`src/shared/aux_io_pkg.sv`:
```
// Constants, register map and field positions for the aux digital I/O block
package aux_io_pkg;
  localparam int unsigned N_DIN        = 3;
  localparam int unsigned N_DOUT       = 2;
  localparam int unsigned N_EVT        = 2 * N_DIN;
  localparam int unsigned ADDR_W       = 8;
  localparam int unsigned DATA_W       = 32;
  localparam int unsigned FILT_W       = 10;
  localparam int unsigned MS_CNT_W     = 15;
  localparam int unsigned ACT_W        = 8;
  localparam int unsigned FREQ_W       = 16;
  localparam int unsigned CLK_HZ       = 25_000_000;
  localparam int unsigned MS_PER_S     = 1000;
  localparam int unsigned MS_CYCLES_DEF = CLK_HZ / MS_PER_S;
  localparam logic [FILT_W-1:0] FILTER_MAX_MS = 10'h3e8;
  localparam logic [FREQ_W-1:0] SPEED_MIN     = 16'h03e8;
  localparam logic [FREQ_W-1:0] SPEED_MAX     = 16'h2710;
  // Register byte addresses
  localparam logic [ADDR_W-1:0] OFF_DIN      = 8'h00;
  localparam logic [ADDR_W-1:0] OFF_FILTER0  = 8'h04;
  localparam logic [ADDR_W-1:0] OFF_ACTION0  = 8'h10;
  localparam logic [ADDR_W-1:0] OFF_DOUT0    = 8'h1c;
  localparam logic [ADDR_W-1:0] OFF_DOUT_LVL = 8'h24;
  localparam logic [ADDR_W-1:0] OFF_REMOTE   = 8'h28;
  localparam logic [ADDR_W-1:0] OFF_STROBE   = 8'h2c;
  localparam logic [ADDR_W-1:0] OFF_SYNC     = 8'h30;
  localparam logic [ADDR_W-1:0] OFF_PHASE    = 8'h34;
  localparam logic [ADDR_W-1:0] OFF_SETPOINT = 8'h38;
  localparam logic [ADDR_W-1:0] OFF_WINDOW   = 8'h3c;
  localparam logic [ADDR_W-1:0] OFF_SPEED    = 8'h40;
  localparam logic [ADDR_W-1:0] OFF_SYNC_STS = 8'h44;
  localparam logic [ADDR_W-1:0] WORD_STEP    = 8'h04;
  // Field positions
  localparam int unsigned DIN_IDX_W    = 2;
  localparam int unsigned ACT_FALL_LSB = 8;
  localparam int unsigned INV_BIT      = 4;
  localparam int unsigned BIT_REM_EN   = 0;
  localparam int unsigned BIT_REM_INH  = 1;
  localparam int unsigned BIT_STB_RLY  = 0;
  localparam int unsigned BIT_STB_PRG  = 1;
  localparam int unsigned BIT_STB_TRN  = 2;
  localparam int unsigned BIT_SYNC_EN  = 0;
  localparam int unsigned BIT_SYNC_TTL = 1;
  localparam int unsigned STS_FREQ_LSB = 16;
  typedef enum logic [2:0] {
    SRC_LOW, SRC_HIGH, SRC_OUT_EN, SRC_PHASE,
    SRC_FAULT, SRC_TRANS, SRC_PROG, SRC_REMOTE
  } dout_src_t;
  localparam dout_src_t DOUT0_RST = SRC_OUT_EN;
  localparam dout_src_t DOUT1_RST = SRC_PHASE;
  localparam logic [FREQ_W-1:0] SETPOINT_RST = 16'h1770;
  localparam logic [FREQ_W-1:0] WINDOW_RST   = 16'h03e8;
endpackage : aux_io_pkg

```
`src/logic/aux_io.sv`:
```
// Aux digital I/O, function strobe and sync front end with register port
//
// The address-and-strobe port and the address map were chosen for this implementation.
`timescale 1ns/10ps
`default_nettype none
module aux_io #(
  parameter int unsigned MS_CYCLES = aux_io_pkg::MS_CYCLES_DEF
) (
  // Clock and reset
  input  wire  logic                          clock,
  input  wire  logic                          rst,
  // Register port
  input  wire  logic [aux_io_pkg::ADDR_W-1:0] addr,
  input  wire  logic [aux_io_pkg::DATA_W-1:0] wdata,
  input  wire  logic                          wr,
  input  wire  logic                          rd,
  output logic [aux_io_pkg::DATA_W-1:0]       rdata,
  // Digital inputs and actions
  input  wire  logic [aux_io_pkg::N_DIN-1:0]  din,
  output logic                                action_valid,
  output logic [aux_io_pkg::ACT_W-1:0]        action_code,
  // Status sources
  input  wire  logic                          output_enabled,
  input  wire  logic                          single_phase,
  input  wire  logic                          fault,
  input  wire  logic                          transient_active,
  input  wire  logic                          program_active,
  input  wire  logic                          remote_state,
  // Digital outputs and remote bits
  output logic [aux_io_pkg::N_DOUT-1:0]       dout,
  output logic                                remote_enable,
  output logic                                remote_inhibit,
  // Function strobe
  input  wire  logic                          relay_state,
  input  wire  logic                          program_changed,
  input  wire  logic                          transient_start,
  output logic                                function_strobe,
  // Sync front end
  input  wire  logic                          ttl_sync,
  input  wire  logic                          line_sync,
  input  wire  logic [aux_io_pkg::FREQ_W-1:0] pll_freq_req,
  input  wire  logic                          pll_locked,
  output logic                                sync_enable,
  output logic                                sync_ref_edge,
  output logic [aux_io_pkg::FREQ_W-1:0]       sync_phase_offset,
  output logic [aux_io_pkg::FREQ_W-1:0]       sync_speed,
  output logic [aux_io_pkg::FREQ_W-1:0]       freq_cmd,
  output logic                                sync_locked
);
  import aux_io_pkg::*;

  // sts LSB first: enable up to remote
  function automatic logic src_level(input dout_src_t sel,
                                     input logic [5:0] sts);
    unique case (sel)
      SRC_LOW:    src_level = 1'b0;
      SRC_HIGH:   src_level = 1'b1;
      SRC_OUT_EN: src_level = sts[0];
      SRC_PHASE:  src_level = sts[1];
      SRC_FAULT:  src_level = sts[2];
      SRC_TRANS:  src_level = sts[3];
      SRC_PROG:   src_level = sts[4];
      SRC_REMOTE: src_level = sts[5];
    endcase
  endfunction : src_level

  // Word k of a register group
  function automatic logic hit(input logic [ADDR_W-1:0] a,
                               input logic [ADDR_W-1:0] base,
                               input int unsigned k);
    hit = a == base + ADDR_W'(k) * WORD_STEP;
  endfunction : hit

  logic [N_DIN-1:0]     lvl;
  logic [N_DIN-1:0]     rise;
  logic [N_DIN-1:0]     fall;
  logic [FILT_W-1:0]    filter_r [N_DIN];
  logic [ACT_W-1:0]     rise_act_r [N_DIN];
  logic [ACT_W-1:0]     fall_act_r [N_DIN];
  dout_src_t            dsrc_r [N_DOUT];
  logic [N_DOUT-1:0]    dinv_r;
  logic [N_DOUT-1:0]    dout_r;
  logic [DIN_IDX_W-1:0] din_idx_r;
  logic                 rem_en_r;
  logic                 rem_inh_r;
  logic [2:0]           stb_mode_r;
  logic                 sync_en_r;
  logic                 sync_ttl_r;
  logic [FREQ_W-1:0]    phase_r;
  logic [FREQ_W-1:0]    setpoint_r;
  logic [FREQ_W-1:0]    window_r;
  logic [FREQ_W-1:0]    speed_r;
  logic [FREQ_W-1:0]    freq_r;
  logic                 locked_r;
  logic [N_EVT-1:0]     pend_r;
  logic [N_EVT-1:0]     pend_nxt;
  logic [N_EVT-1:0]     serve;
  logic                 act_valid_r;
  logic [ACT_W-1:0]     act_code_r;
  logic [ACT_W-1:0]     act_nxt;
  logic                 relay_d_r;
  logic                 strobe_r;
  logic [1:0]           ref_meta_r;
  logic [1:0]           ref_sync_r;
  logic                 ref_d_r;
  logic                 ref_edge_r;
  logic [DATA_W-1:0]    rdata_r;
  logic [DATA_W-1:0]    rdata_nxt;
  logic [5:0]           sts;
  logic [FREQ_W:0]      lo;
  logic [FREQ_W:0]      hi;
  logic [FREQ_W-1:0]    wval;

  assign wval = wdata[FREQ_W-1:0];
  assign sts = {remote_state, program_active, transient_active,
                fault, single_phase, output_enabled};

  // Input channels
  for (genvar i = 0; i < N_DIN; i++) begin : g_din
    din_filter #(.MS_CYCLES(MS_CYCLES)) u_filt (
      .clock     (clock),
      .rst       (rst),
      .pin       (din[i]),
      .filter_ms (filter_r[i]),
      .level     (lvl[i]),
      .rise      (rise[i]),
      .fall      (fall[i])
    );
    always_ff @(posedge clock) begin
      if (rst) begin
        filter_r[i]   <= '0;
        rise_act_r[i] <= '0;
        fall_act_r[i] <= '0;
      end else if (wr && hit(addr, OFF_FILTER0, i)) begin
        // Full word compared, so big values cannot wrap
        filter_r[i] <= (wdata > DATA_W'(FILTER_MAX_MS)) ?
                       FILTER_MAX_MS : wdata[FILT_W-1:0];
      end else if (wr && hit(addr, OFF_ACTION0, i)) begin
        rise_act_r[i] <= wdata[ACT_W-1:0];
        fall_act_r[i] <= wdata[ACT_FALL_LSB +: ACT_W];
      end
    end
  end

  // One action per cycle; events that collide wait in the pending set
  always_comb begin
    serve   = '0;
    act_nxt = '0;
    for (int k = N_EVT - 1; k >= 0; k--) begin
      if (pend_r[k]) begin
        serve = N_EVT'(1) << k;
        act_nxt = (k < N_DIN) ? rise_act_r[k % N_DIN]
                              : fall_act_r[k % N_DIN];
      end
    end
    pend_nxt = (pend_r & ~serve) | {fall, rise};
  end

  always_ff @(posedge clock) begin
    if (rst) begin
      pend_r      <= '0;
      act_valid_r <= 1'b0;
      act_code_r  <= '0;
    end else begin
      pend_r      <= pend_nxt;
      act_valid_r <= |serve;
      // Code holds until the next action
      if (|serve) begin
        act_code_r <= act_nxt;
      end
    end
  end

  // Digital outputs
  for (genvar j = 0; j < N_DOUT; j++) begin : g_dout
    always_ff @(posedge clock) begin
      if (rst) begin
        dsrc_r[j] <= (j == 0) ? DOUT0_RST : DOUT1_RST;
        dinv_r[j] <= 1'b0;
        dout_r[j] <= 1'b0;
      end else begin
        if (wr && hit(addr, OFF_DOUT0, j)) begin
          dsrc_r[j] <= dout_src_t'(wdata[2:0]);
          dinv_r[j] <= wdata[INV_BIT];
        end
        // Registered: no glitch on a source switch
        dout_r[j] <= src_level(dsrc_r[j], sts) ^ dinv_r[j];
      end
    end
  end

  // Control bits
  always_ff @(posedge clock) begin
    if (rst) begin
      din_idx_r  <= '0;
      rem_en_r   <= 1'b0;
      rem_inh_r  <= 1'b0;
      stb_mode_r <= '0;
      sync_en_r  <= 1'b0;
      sync_ttl_r <= 1'b0;
      phase_r    <= '0;
      setpoint_r <= SETPOINT_RST;
      window_r   <= WINDOW_RST;
      speed_r    <= SPEED_MIN;
    end else if (wr) begin
      unique case (addr)
        OFF_DIN:      din_idx_r <= wdata[DIN_IDX_W-1:0];
        OFF_REMOTE: begin
          rem_en_r  <= wdata[BIT_REM_EN];
          rem_inh_r <= wdata[BIT_REM_INH];
        end
        OFF_STROBE:   stb_mode_r <= wdata[2:0];
        OFF_SYNC: begin
          sync_en_r  <= wdata[BIT_SYNC_EN];
          sync_ttl_r <= wdata[BIT_SYNC_TTL];
        end
        OFF_PHASE:    phase_r <= wval;
        OFF_SETPOINT: setpoint_r <= wval;
        OFF_WINDOW:   window_r <= wval;
        OFF_SPEED: begin
          // Clamped, not refused
          speed_r <= (wval < SPEED_MIN) ? SPEED_MIN :
                     (wval > SPEED_MAX) ? SPEED_MAX : wval;
        end
        default: ;
      endcase
    end
  end

  // Function strobe
  always_ff @(posedge clock) begin
    if (rst) begin
      relay_d_r <= 1'b0;
      strobe_r  <= 1'b0;
    end else begin
      // Relay is a level; the others are pulses
      relay_d_r <= relay_state;
      strobe_r <= (stb_mode_r[BIT_STB_RLY] &
                   (relay_state ^ relay_d_r)) |
                  (stb_mode_r[BIT_STB_PRG] & program_changed) |
                  (stb_mode_r[BIT_STB_TRN] & transient_start);
    end
  end

  // Sync reference: both pins synchronised, selected one edge-detected
  always_ff @(posedge clock) begin
    ref_meta_r <= {ttl_sync, line_sync};
    ref_sync_r <= ref_meta_r;
  end

  // Bounds carry a borrow or carry bit on top
  assign lo = {1'b0, setpoint_r} - {1'b0, window_r};
  assign hi = {1'b0, setpoint_r} + {1'b0, window_r};

  always_ff @(posedge clock) begin
    if (rst) begin
      ref_d_r    <= 1'b0;
      ref_edge_r <= 1'b0;
      freq_r     <= SETPOINT_RST;
      locked_r   <= 1'b0;
    end else begin
      ref_d_r    <= sync_ttl_r ? ref_sync_r[1] : ref_sync_r[0];
      ref_edge_r <= sync_en_r & ~ref_d_r &
                    (sync_ttl_r ? ref_sync_r[1] : ref_sync_r[0]);
      locked_r   <= sync_en_r & pll_locked;
      // A wrapped bound is left off
      if (!sync_en_r) begin
        freq_r <= setpoint_r;
      end else if (!lo[FREQ_W] && pll_freq_req < lo[FREQ_W-1:0]) begin
        freq_r <= lo[FREQ_W-1:0];
      end else if (!hi[FREQ_W] && pll_freq_req > hi[FREQ_W-1:0]) begin
        freq_r <= hi[FREQ_W-1:0];
      end else begin
        freq_r <= pll_freq_req;
      end
    end
  end

  // Register reads
  // Unmapped addresses and unused bits read zero
  always_comb begin
    rdata_nxt = '0;
    for (int i = 0; i < N_DIN; i++) begin
      if (hit(addr, OFF_FILTER0, i)) begin
        rdata_nxt[FILT_W-1:0] = filter_r[i];
      end
      if (hit(addr, OFF_ACTION0, i)) begin
        rdata_nxt[ACT_W-1:0] = rise_act_r[i];
        rdata_nxt[ACT_FALL_LSB +: ACT_W] = fall_act_r[i];
      end
    end
    for (int j = 0; j < N_DOUT; j++) begin
      if (hit(addr, OFF_DOUT0, j)) begin
        rdata_nxt[2:0] = dsrc_r[j];
        rdata_nxt[INV_BIT] = dinv_r[j];
      end
    end
    unique case (addr)
      OFF_DIN:
        // Index zero returns all levels
        if (din_idx_r == '0) begin
          rdata_nxt[N_DIN-1:0] = lvl;
        end else begin
          rdata_nxt[0] = lvl[din_idx_r - 1'b1];
        end
      OFF_DOUT_LVL: rdata_nxt[N_DOUT-1:0] = dout_r;
      OFF_REMOTE:   rdata_nxt[1:0] = {rem_inh_r, rem_en_r};
      OFF_STROBE:   rdata_nxt[2:0] = stb_mode_r;
      OFF_SYNC:     rdata_nxt[1:0] = {sync_ttl_r, sync_en_r};
      OFF_PHASE:    rdata_nxt[FREQ_W-1:0] = phase_r;
      OFF_SETPOINT: rdata_nxt[FREQ_W-1:0] = setpoint_r;
      OFF_WINDOW:   rdata_nxt[FREQ_W-1:0] = window_r;
      OFF_SPEED:    rdata_nxt[FREQ_W-1:0] = speed_r;
      OFF_SYNC_STS: begin
        rdata_nxt[0] = locked_r;
        rdata_nxt[STS_FREQ_LSB +: FREQ_W] = freq_r;
      end
      default: ;
    endcase
  end

  // Read data stands only in the cycle after the strobe
  always_ff @(posedge clock) begin
    if (rst) begin
      rdata_r <= '0;
    end else begin
      rdata_r <= rd ? rdata_nxt : '0;
    end
  end

  assign rdata             = rdata_r;
  assign action_valid      = act_valid_r;
  assign action_code       = act_code_r;
  assign dout              = dout_r;
  assign remote_enable     = rem_en_r;
  assign remote_inhibit    = rem_inh_r;
  assign function_strobe   = strobe_r;
  assign sync_enable       = sync_en_r;
  assign sync_ref_edge     = ref_edge_r;
  assign sync_phase_offset = phase_r;
  assign sync_speed        = speed_r;
  assign freq_cmd          = freq_r;
  assign sync_locked       = locked_r;
endmodule : aux_io
`default_nettype wire

```
`src/logic/din_filter.sv`:
```
// One digital input: synchroniser, hold-time filter and edge events
`timescale 1ns/10ps
`default_nettype none
module din_filter #(
  parameter int unsigned MS_CYCLES = aux_io_pkg::MS_CYCLES_DEF
) (
  // Clock and reset
  input  wire  logic                        clock,
  input  wire  logic                        rst,
  // Pin and setting
  input  wire  logic                        pin,
  input  wire  logic [aux_io_pkg::FILT_W-1:0] filter_ms,
  // Qualified level and events
  output logic                              level,
  output logic                              rise,
  output logic                              fall
);
  import aux_io_pkg::*;
  localparam logic [MS_CNT_W-1:0] SUB_LAST = MS_CNT_W'(MS_CYCLES - 1);
  logic                meta_r;
  logic                sync_r;
  logic                level_r;
  logic                rise_r;
  logic                fall_r;
  logic [MS_CNT_W-1:0] sub_r;
  logic [FILT_W-1:0]   ms_r;
  logic                differ;
  logic                ms_done;
  logic                qualify;

  always_ff @(posedge clock) begin
    meta_r <= pin;
    sync_r <= meta_r;
  end

  assign differ  = sync_r != level_r;
  assign ms_done = sub_r == SUB_LAST;
  // Lowering the filter mid-count must not strand the edge, hence >=
  assign qualify = differ && ((filter_ms == '0) ||
                   (ms_done && ms_r >= filter_ms - 1'b1));

  // Timer restarts whenever the level falls back, so holds are continuous
  always_ff @(posedge clock) begin
    if (rst || !differ) begin
      sub_r <= '0;
      ms_r  <= '0;
    end else if (ms_done) begin
      sub_r <= '0;
      ms_r  <= ms_r + 1'b1;
    end else begin
      sub_r <= sub_r + 1'b1;
    end
  end

  always_ff @(posedge clock) begin
    if (rst) begin
      level_r <= 1'b0;
      rise_r  <= 1'b0;
      fall_r  <= 1'b0;
    end else begin
      if (qualify) begin
        level_r <= sync_r;
      end
      rise_r <= qualify & sync_r;
      fall_r <= qualify & ~sync_r;
    end
  end

  assign level = level_r;
  assign rise  = rise_r;
  assign fall  = fall_r;
endmodule : din_filter
`default_nettype wire

```
`config.mk`:
```
export PLATFORM = sky130hd
export DESIGN_NAME = aux_io
export DESIGN_NICKNAME = d
export VERILOG_FILES = /design/src/shared/aux_io_pkg.sv /design/src/logic/aux_io.sv /design/src/logic/din_filter.sv
export SDC_FILE = /design/constraint.sdc
export NUM_CORES = 1
export LEC_CHECK = 0
export ABC_AREA = 1
export BUFFER_PORTS_ARGS = -buffer_cell sky130_fd_sc_hd__buf_2
export CORE_MARGIN = 3
export CORE_UTILIZATION = 54
export CTS_CLUSTER_SIZE = 8
export DETAILED_ROUTE_END_ITERATION = 12
export PLACE_DENSITY = 0.83
export SYNTH_ARGS = -nofsm -noshare
export SYNTH_HDL_FRONTEND = slang
export SYNTH_SLANG_ARGS = --single-unit
```
`constraint.sdc`:
```
create_clock -name clock -period 3 [get_ports clock]
set_input_delay 0.3 -clock clock [delete_from_list [all_inputs] [get_ports clock]]
set_output_delay 0.3 -clock clock [all_outputs]
set_load 0.03 [all_outputs]
```
==> flow_metrics.env <==
export IMPL_run_status="finished, violations left"
export IMPL_violated_checks="negative setup slack"
export IMPL_place_worst_setup_slack_ns=-0.428
export IMPL_clock_tree_root_cell="sky130_fd_sc_hd__clkbuf_16"
export IMPL_gp_congestion=0.984
export IMPL_totalNegativeSetupSlack_ns=-4.20
export IMPL_grt_first_pass_wirelength_um=95800
export IMPL_postSynthRegisterBits=323
export IMPL_path_class="flip-flop to flip-flop"
export IMPL_netlist_cell_type_count=65
export IMPL_maximum_ir_drop_on_the_vdd_rail_mv=0.376
export IMPL_worst_path_largest_cell_delay_ns=0.33
export IMPL_critPathCaptureType="flip-flop"
export IMPL_synth_area_mm2=0.0180
export IMPL_worstPathArrival_ns=3.79
export IMPL_crit_path_start_kind="flip-flop"
export IMPL_buffer_levels_on_the_longest_clock_path=3
export IMPL_worstPathMaxFanout=5
export IMPL_clock_sinks=323
export IMPL_placement_cell_area_mm2=0.0204
export IMPL_firstDrtPassIters=6
export IMPL_dpl_hpwl_um=44500
export IMPL_htree_num_levels=2
export IMPL_finalWorstPathRequiredPeriod_ns=3.32
export IMPL_hp_start="wdata[15]"
export IMPL_swShare_pct=24.7
export IMPL_timing_critical_path_slowest_stage_cell="sky130_fd_sc_hd__dfxtp_2"
export IMPL_routed_wirelength_um=61200
export IMPL_post_synth_edffs=84
export IMPL_timing_max_cap_violations=0
export IMPL_hold_depth=3
export IMPL_timing_reg2reg_worst_path_depth=20
export IMPL_synth_top_flop_cell="sky130_fd_sc_hd__dfxtp_1"
export IMPL_fp_coreArea_mm2=0.0326
export IMPL_hp_class="input pin to flip-flop"
export IMPL_place_detailed_instances=3103
export IMPL_drive_gt1_share_pct=22.8
export IMPL_finalCritPeriodShare_pct=111
export IMPL_wl_per_cell_um=19.1
export IMPL_area_occupied_by_multi_input_gates_mm2=0.00978
export IMPL_remaining_global_route_overflow=0
export IMPL_die_h_um=188
export IMPL_die_w_um=188
export IMPL_syn_nets=2561
export IMPL_worst_slew_margin_rel_pct=34.7
export IMPL_number_of_buffers_inserted_by_port_buffering=171
export IMPL_drt_antenna_violating_nets=0
export IMPL_fp_dieArea_mm2=0.0355
export IMPL_power_static_leakage_nw=9.79
export IMPL_drc=0
export IMPL_rows=66
export IMPL_finalHoldViolCount=0
export IMPL_setup_violators_final=16
export IMPL_drt_vias_per_instance=5.85
export IMPL_fin_ws_ns=-0.323
export IMPL_top_level_ports=172
export IMPL_initial_core_util_pct=55.0
export IMPL_timing_worst_slew_pin_value_ns=0.979
export IMPL_seq_power_share_pct=45.5
export IMPL_register_area_mm2=0.00733
export IMPL_clock_power_share_pct=47.5
export IMPL_layout_area_overhead_vs_synth_pct=26.7
export IMPL_cts_tree="done"
export IMPL_critPathRequiredTime_ns=3.47
export IMPL_drt_iter0_drc=2098
export IMPL_post_route_cell_area_mm2=0.0227
export IMPL_async_flop_share_pct=0
export IMPL_rsz0062_at_grt="true"
export IMPL_instances_no_fill=3204
export IMPL_timing_rr_end="freq_cmd[3]"
export IMPL_rrSetupSlack_ns=-0.32
export IMPL_gr_usage_all_layers_pct=33.4
export IMPL_internal_power_mw=7.63
export IMPL_crit_chain="buf_4 -> ha_1 -> inv_1 -> o21ai_1 -> a21oi_2 -> nand2_2 -> a21oi_2 -> xor2_2 -> inv_2 -> ha_4 -> nand4_1 -> nor3_4 -> nand2_1 -> nand2_2 -> nand2_4 -> nor2_4 -> nand2_1 -> nand3_2 -> nand3_1 -> a21oi_1"
export IMPL_yosysSeqAreaShare_pct=40.7
export IMPL_num_fill_cells=2613
export IMPL_worst_hold_path_endpoint="sync_phase_offset[15]"
export IMPL_clock_skew_final_ns=0.0557
export IMPL_worst_path_dominant_cell_family="simple AND/OR/NAND/NOR gates"
export IMPL_syn_inst=2381
export IMPL_utilization_pct=69.7
export IMPL_max_freq_ghz=0.301
export IMPL_worstPathBufferInverterCount=3
export IMPL_route_vias_total=18757
export IMPL_antenna_found_initial=1
export IMPL_cts_buffers_inserted=46
export IMPL_comb_power_share_pct=7.0
export IMPL_netsw_mw=2.50
export IMPL_finish_net_count=2917
export IMPL_synthesized_area_per_cell_um2=7.54
export IMPL_grt_pass1_vias=18295
export IMPL_synth_yosys_warnings=0
export IMPL_powerDensity_mw_per_mm2=446
export IMPL_final_max_slew_violation_count=0
export IMPL_clkTransAtPathRegs_ns=0.05
export IMPL_grt_start_max_net_pins=72
export IMPL_regToRegStartpoint="window_r[4]"
export IMPL_worst_skew_pair_late_latency_ns=0.60
## Yosys cell counts (all sizes together) (4+ instances only)
| library cell | count | area share (%) |
|---|---|---|
| nand2 | 469 | 10 |
| nor3b | 7 | 0.32 |
| o21bai | 5 | 0.21 |
| ha | 103 | 7.2 |
| a211oi | 7 | 0.32 |
| o21a | 9 | 0.38 |
| a221oi | 13 | 0.63 |
| xnor2 | 4 | 0.20 |
| edfxtp | 84 | 14 |
| nor4 | 17 | 0.79 |
| buf | 33 | 0.98 |
| o2111ai | 5 | 0.24 |
| a21oi | 241 | 6.8 |
| inv | 323 | 6.8 |
| o22ai | 13 | 0.45 |
| nor2 | 263 | 5.7 |
| nand3b | 6 | 0.25 |
| a31o | 4 | 0.20 |
| o211ai | 18 | 0.75 |
| o21ai | 142 | 4.0 |
| clkbuf | 35 | 0.79 |
| a31oi | 4 | 0.14 |
| a32o | 6 | 0.33 |
| nand4 | 48 | 1.8 |
| or2 | 5 | 0.17 |
| xor2 | 52 | 2.5 |
| dfxtp | 239 | 27 |
| nor3 | 62 | 2.0 |
| nand3 | 135 | 3.8 |
## area by class of cell
class,instances,area share (%)
antenna,1,0.0110
clock buffer,69,5.44
clock inverter,3,0.352
inverter,326,5.52
multi-input combinational,1665,43.0
sequential,323,32.2
tap,442,2.43
timing repair buffer,375,11.0
## kinds of logic after synthesis
logic type      after synthesis  synth area share [%]
buf+inv                     394                  8.73
xor+xnor                     56                  2.73
flops                       323                  40.7
simple gates               1021                  25.2
compound gates              482                  15.2
fa+ha+maj                   105                  7.40
## state kept, by name (all words and copies together), names as in the netlist, 24 cells and up
name	flops
filter_r	30
rise_act_r	24
rdata	32
g_din.u_filt.ms_r	30
fall_act_r	24
g_din.u_filt.sub_r	45
## stage by stage
stage               total power [mW]  hold slack, ns
global route                    10.4          0.0322
detailed placement              5.28           0.314
floorplan                       5.03           0.310
global placement                5.26           0.314
finish                          10.1          0.0209
CTS                             10.1          0.0156
## placed cells by master, fill, tap and decap left out, types with 6 or more instances in the layout
master and count:
sky130_fd_sc_hd__edfxtp_1 84, sky130_fd_sc_hd__buf_6 7, sky130_fd_sc_hd__o21ai_0 114, sky130_fd_sc_hd__nand3b_1 6, sky130_fd_sc_hd__a32o_1 6, sky130_fd_sc_hd__nor2_4 10, sky130_fd_sc_hd__nor4_1 14, sky130_fd_sc_hd__ha_4 19
sky130_fd_sc_hd__buf_4 184, sky130_fd_sc_hd__dfxtp_2 13, sky130_fd_sc_hd__inv_1 288, sky130_fd_sc_hd__buf_2 171, sky130_fd_sc_hd__nor2_2 9, sky130_fd_sc_hd__ha_1 84, sky130_fd_sc_hd__o22ai_1 13, sky130_fd_sc_hd__o21ai_1 24
sky130_fd_sc_hd__o21a_1 9, sky130_fd_sc_hd__dlygate4sd3_1 8, sky130_fd_sc_hd__dfxtp_1 225, sky130_fd_sc_hd__nor2_1 245, sky130_fd_sc_hd__nand3_2 8, sky130_fd_sc_hd__nand2_2 43, sky130_fd_sc_hd__nor3_2 11, sky130_fd_sc_hd__a21oi_1 219
sky130_fd_sc_hd__a21oi_2 18, sky130_fd_sc_hd__nand4_1 46, sky130_fd_sc_hd__nand3_1 124, sky130_fd_sc_hd__clkbuf_16 46, sky130_fd_sc_hd__o211ai_1 18, sky130_fd_sc_hd__xor2_1 47, sky130_fd_sc_hd__inv_2 34, sky130_fd_sc_hd__clkbuf_1 23
sky130_fd_sc_hd__nor3b_1 6, sky130_fd_sc_hd__nand2_1 422, sky130_fd_sc_hd__nor3_1 48, sky130_fd_sc_hd__a211oi_1 6, sky130_fd_sc_hd__a221oi_1 13
## metal layers
| layer | vias to the layer above | global-route usage, % | wire (um) |
|---|---|---|---|
| met2 | 1135 | 53.3 | 27300 |
| li1 | 8675 | - | - |
| met1 | 8730 | 44.2 | 24200 |
| met5 | - | 0 | 0 |
| met4 | 0 | 14.4 | 2890 |
| met3 | 217 | 7.03 | 6750 |
## worst register-to-register path: stages (launching register included)
cell and delay [ns]:
sky130_fd_sc_hd__dfxtp_2 0.33, sky130_fd_sc_hd__buf_4 0.14, sky130_fd_sc_hd__ha_1 0.18, sky130_fd_sc_hd__inv_1 0.10, sky130_fd_sc_hd__o21ai_1 0.12, sky130_fd_sc_hd__a21oi_2 0.23
sky130_fd_sc_hd__nand2_2 0.09, sky130_fd_sc_hd__a21oi_2 0.18, sky130_fd_sc_hd__xor2_2 0.22, sky130_fd_sc_hd__inv_2 0.08, sky130_fd_sc_hd__ha_4 0.27, sky130_fd_sc_hd__nand4_1 0.14
sky130_fd_sc_hd__nor3_4 0.22, sky130_fd_sc_hd__nand2_1 0.09, sky130_fd_sc_hd__nand2_2 0.13, sky130_fd_sc_hd__nand2_4 0.09, sky130_fd_sc_hd__nor2_4 0.20, sky130_fd_sc_hd__nand2_1 0.10
sky130_fd_sc_hd__nand3_2 0.07, sky130_fd_sc_hd__nand3_1 0.09, sky130_fd_sc_hd__a21oi_1 0.14
## worst max path at each step
stage	start	end	slack [ns]	depth (start not counted)
after CTS	window_r[0]	freq_cmd[2]	-0.19	21
after floorplan	setpoint_r[0]	freq_cmd[9]	0.002	21
after global routing	window_r[0]	freq_cmd[2]	-0.46	21
after detailed placement	setpoint_r[0]	freq_cmd[2]	-0.43	21
after global placement	setpoint_r[0]	freq_cmd[13]	-0.26	21
final	window_r[4]	freq_cmd[3]	-0.32	20
## repair_timing
item | in CTS | in global routing
hold buffers | 8 | 0
gates cloned | 5 | 0
buffers inserted | 11 | 5
endpoints found under the hold margin | 8 | 0
pin swaps | 38 | 35
setup endpoints to repair | 16 | 24
gates resized for setup | 116 | 70
## power groups by stage
stage | clock network (mW) | logic (mW) | registers (mW)
after floorplan | 0 | 0.341 | 4.68
after global placement | 0 | 0.568 | 4.69
after detailed placement | 0 | 0.588 | 4.70
after CTS | 4.84 | 0.666 | 4.61
after global routing | 5.04 | 0.762 | 4.62
final | 4.82 | 0.709 | 4.61
Note: power is estimated with default switching activity, not from simulation.
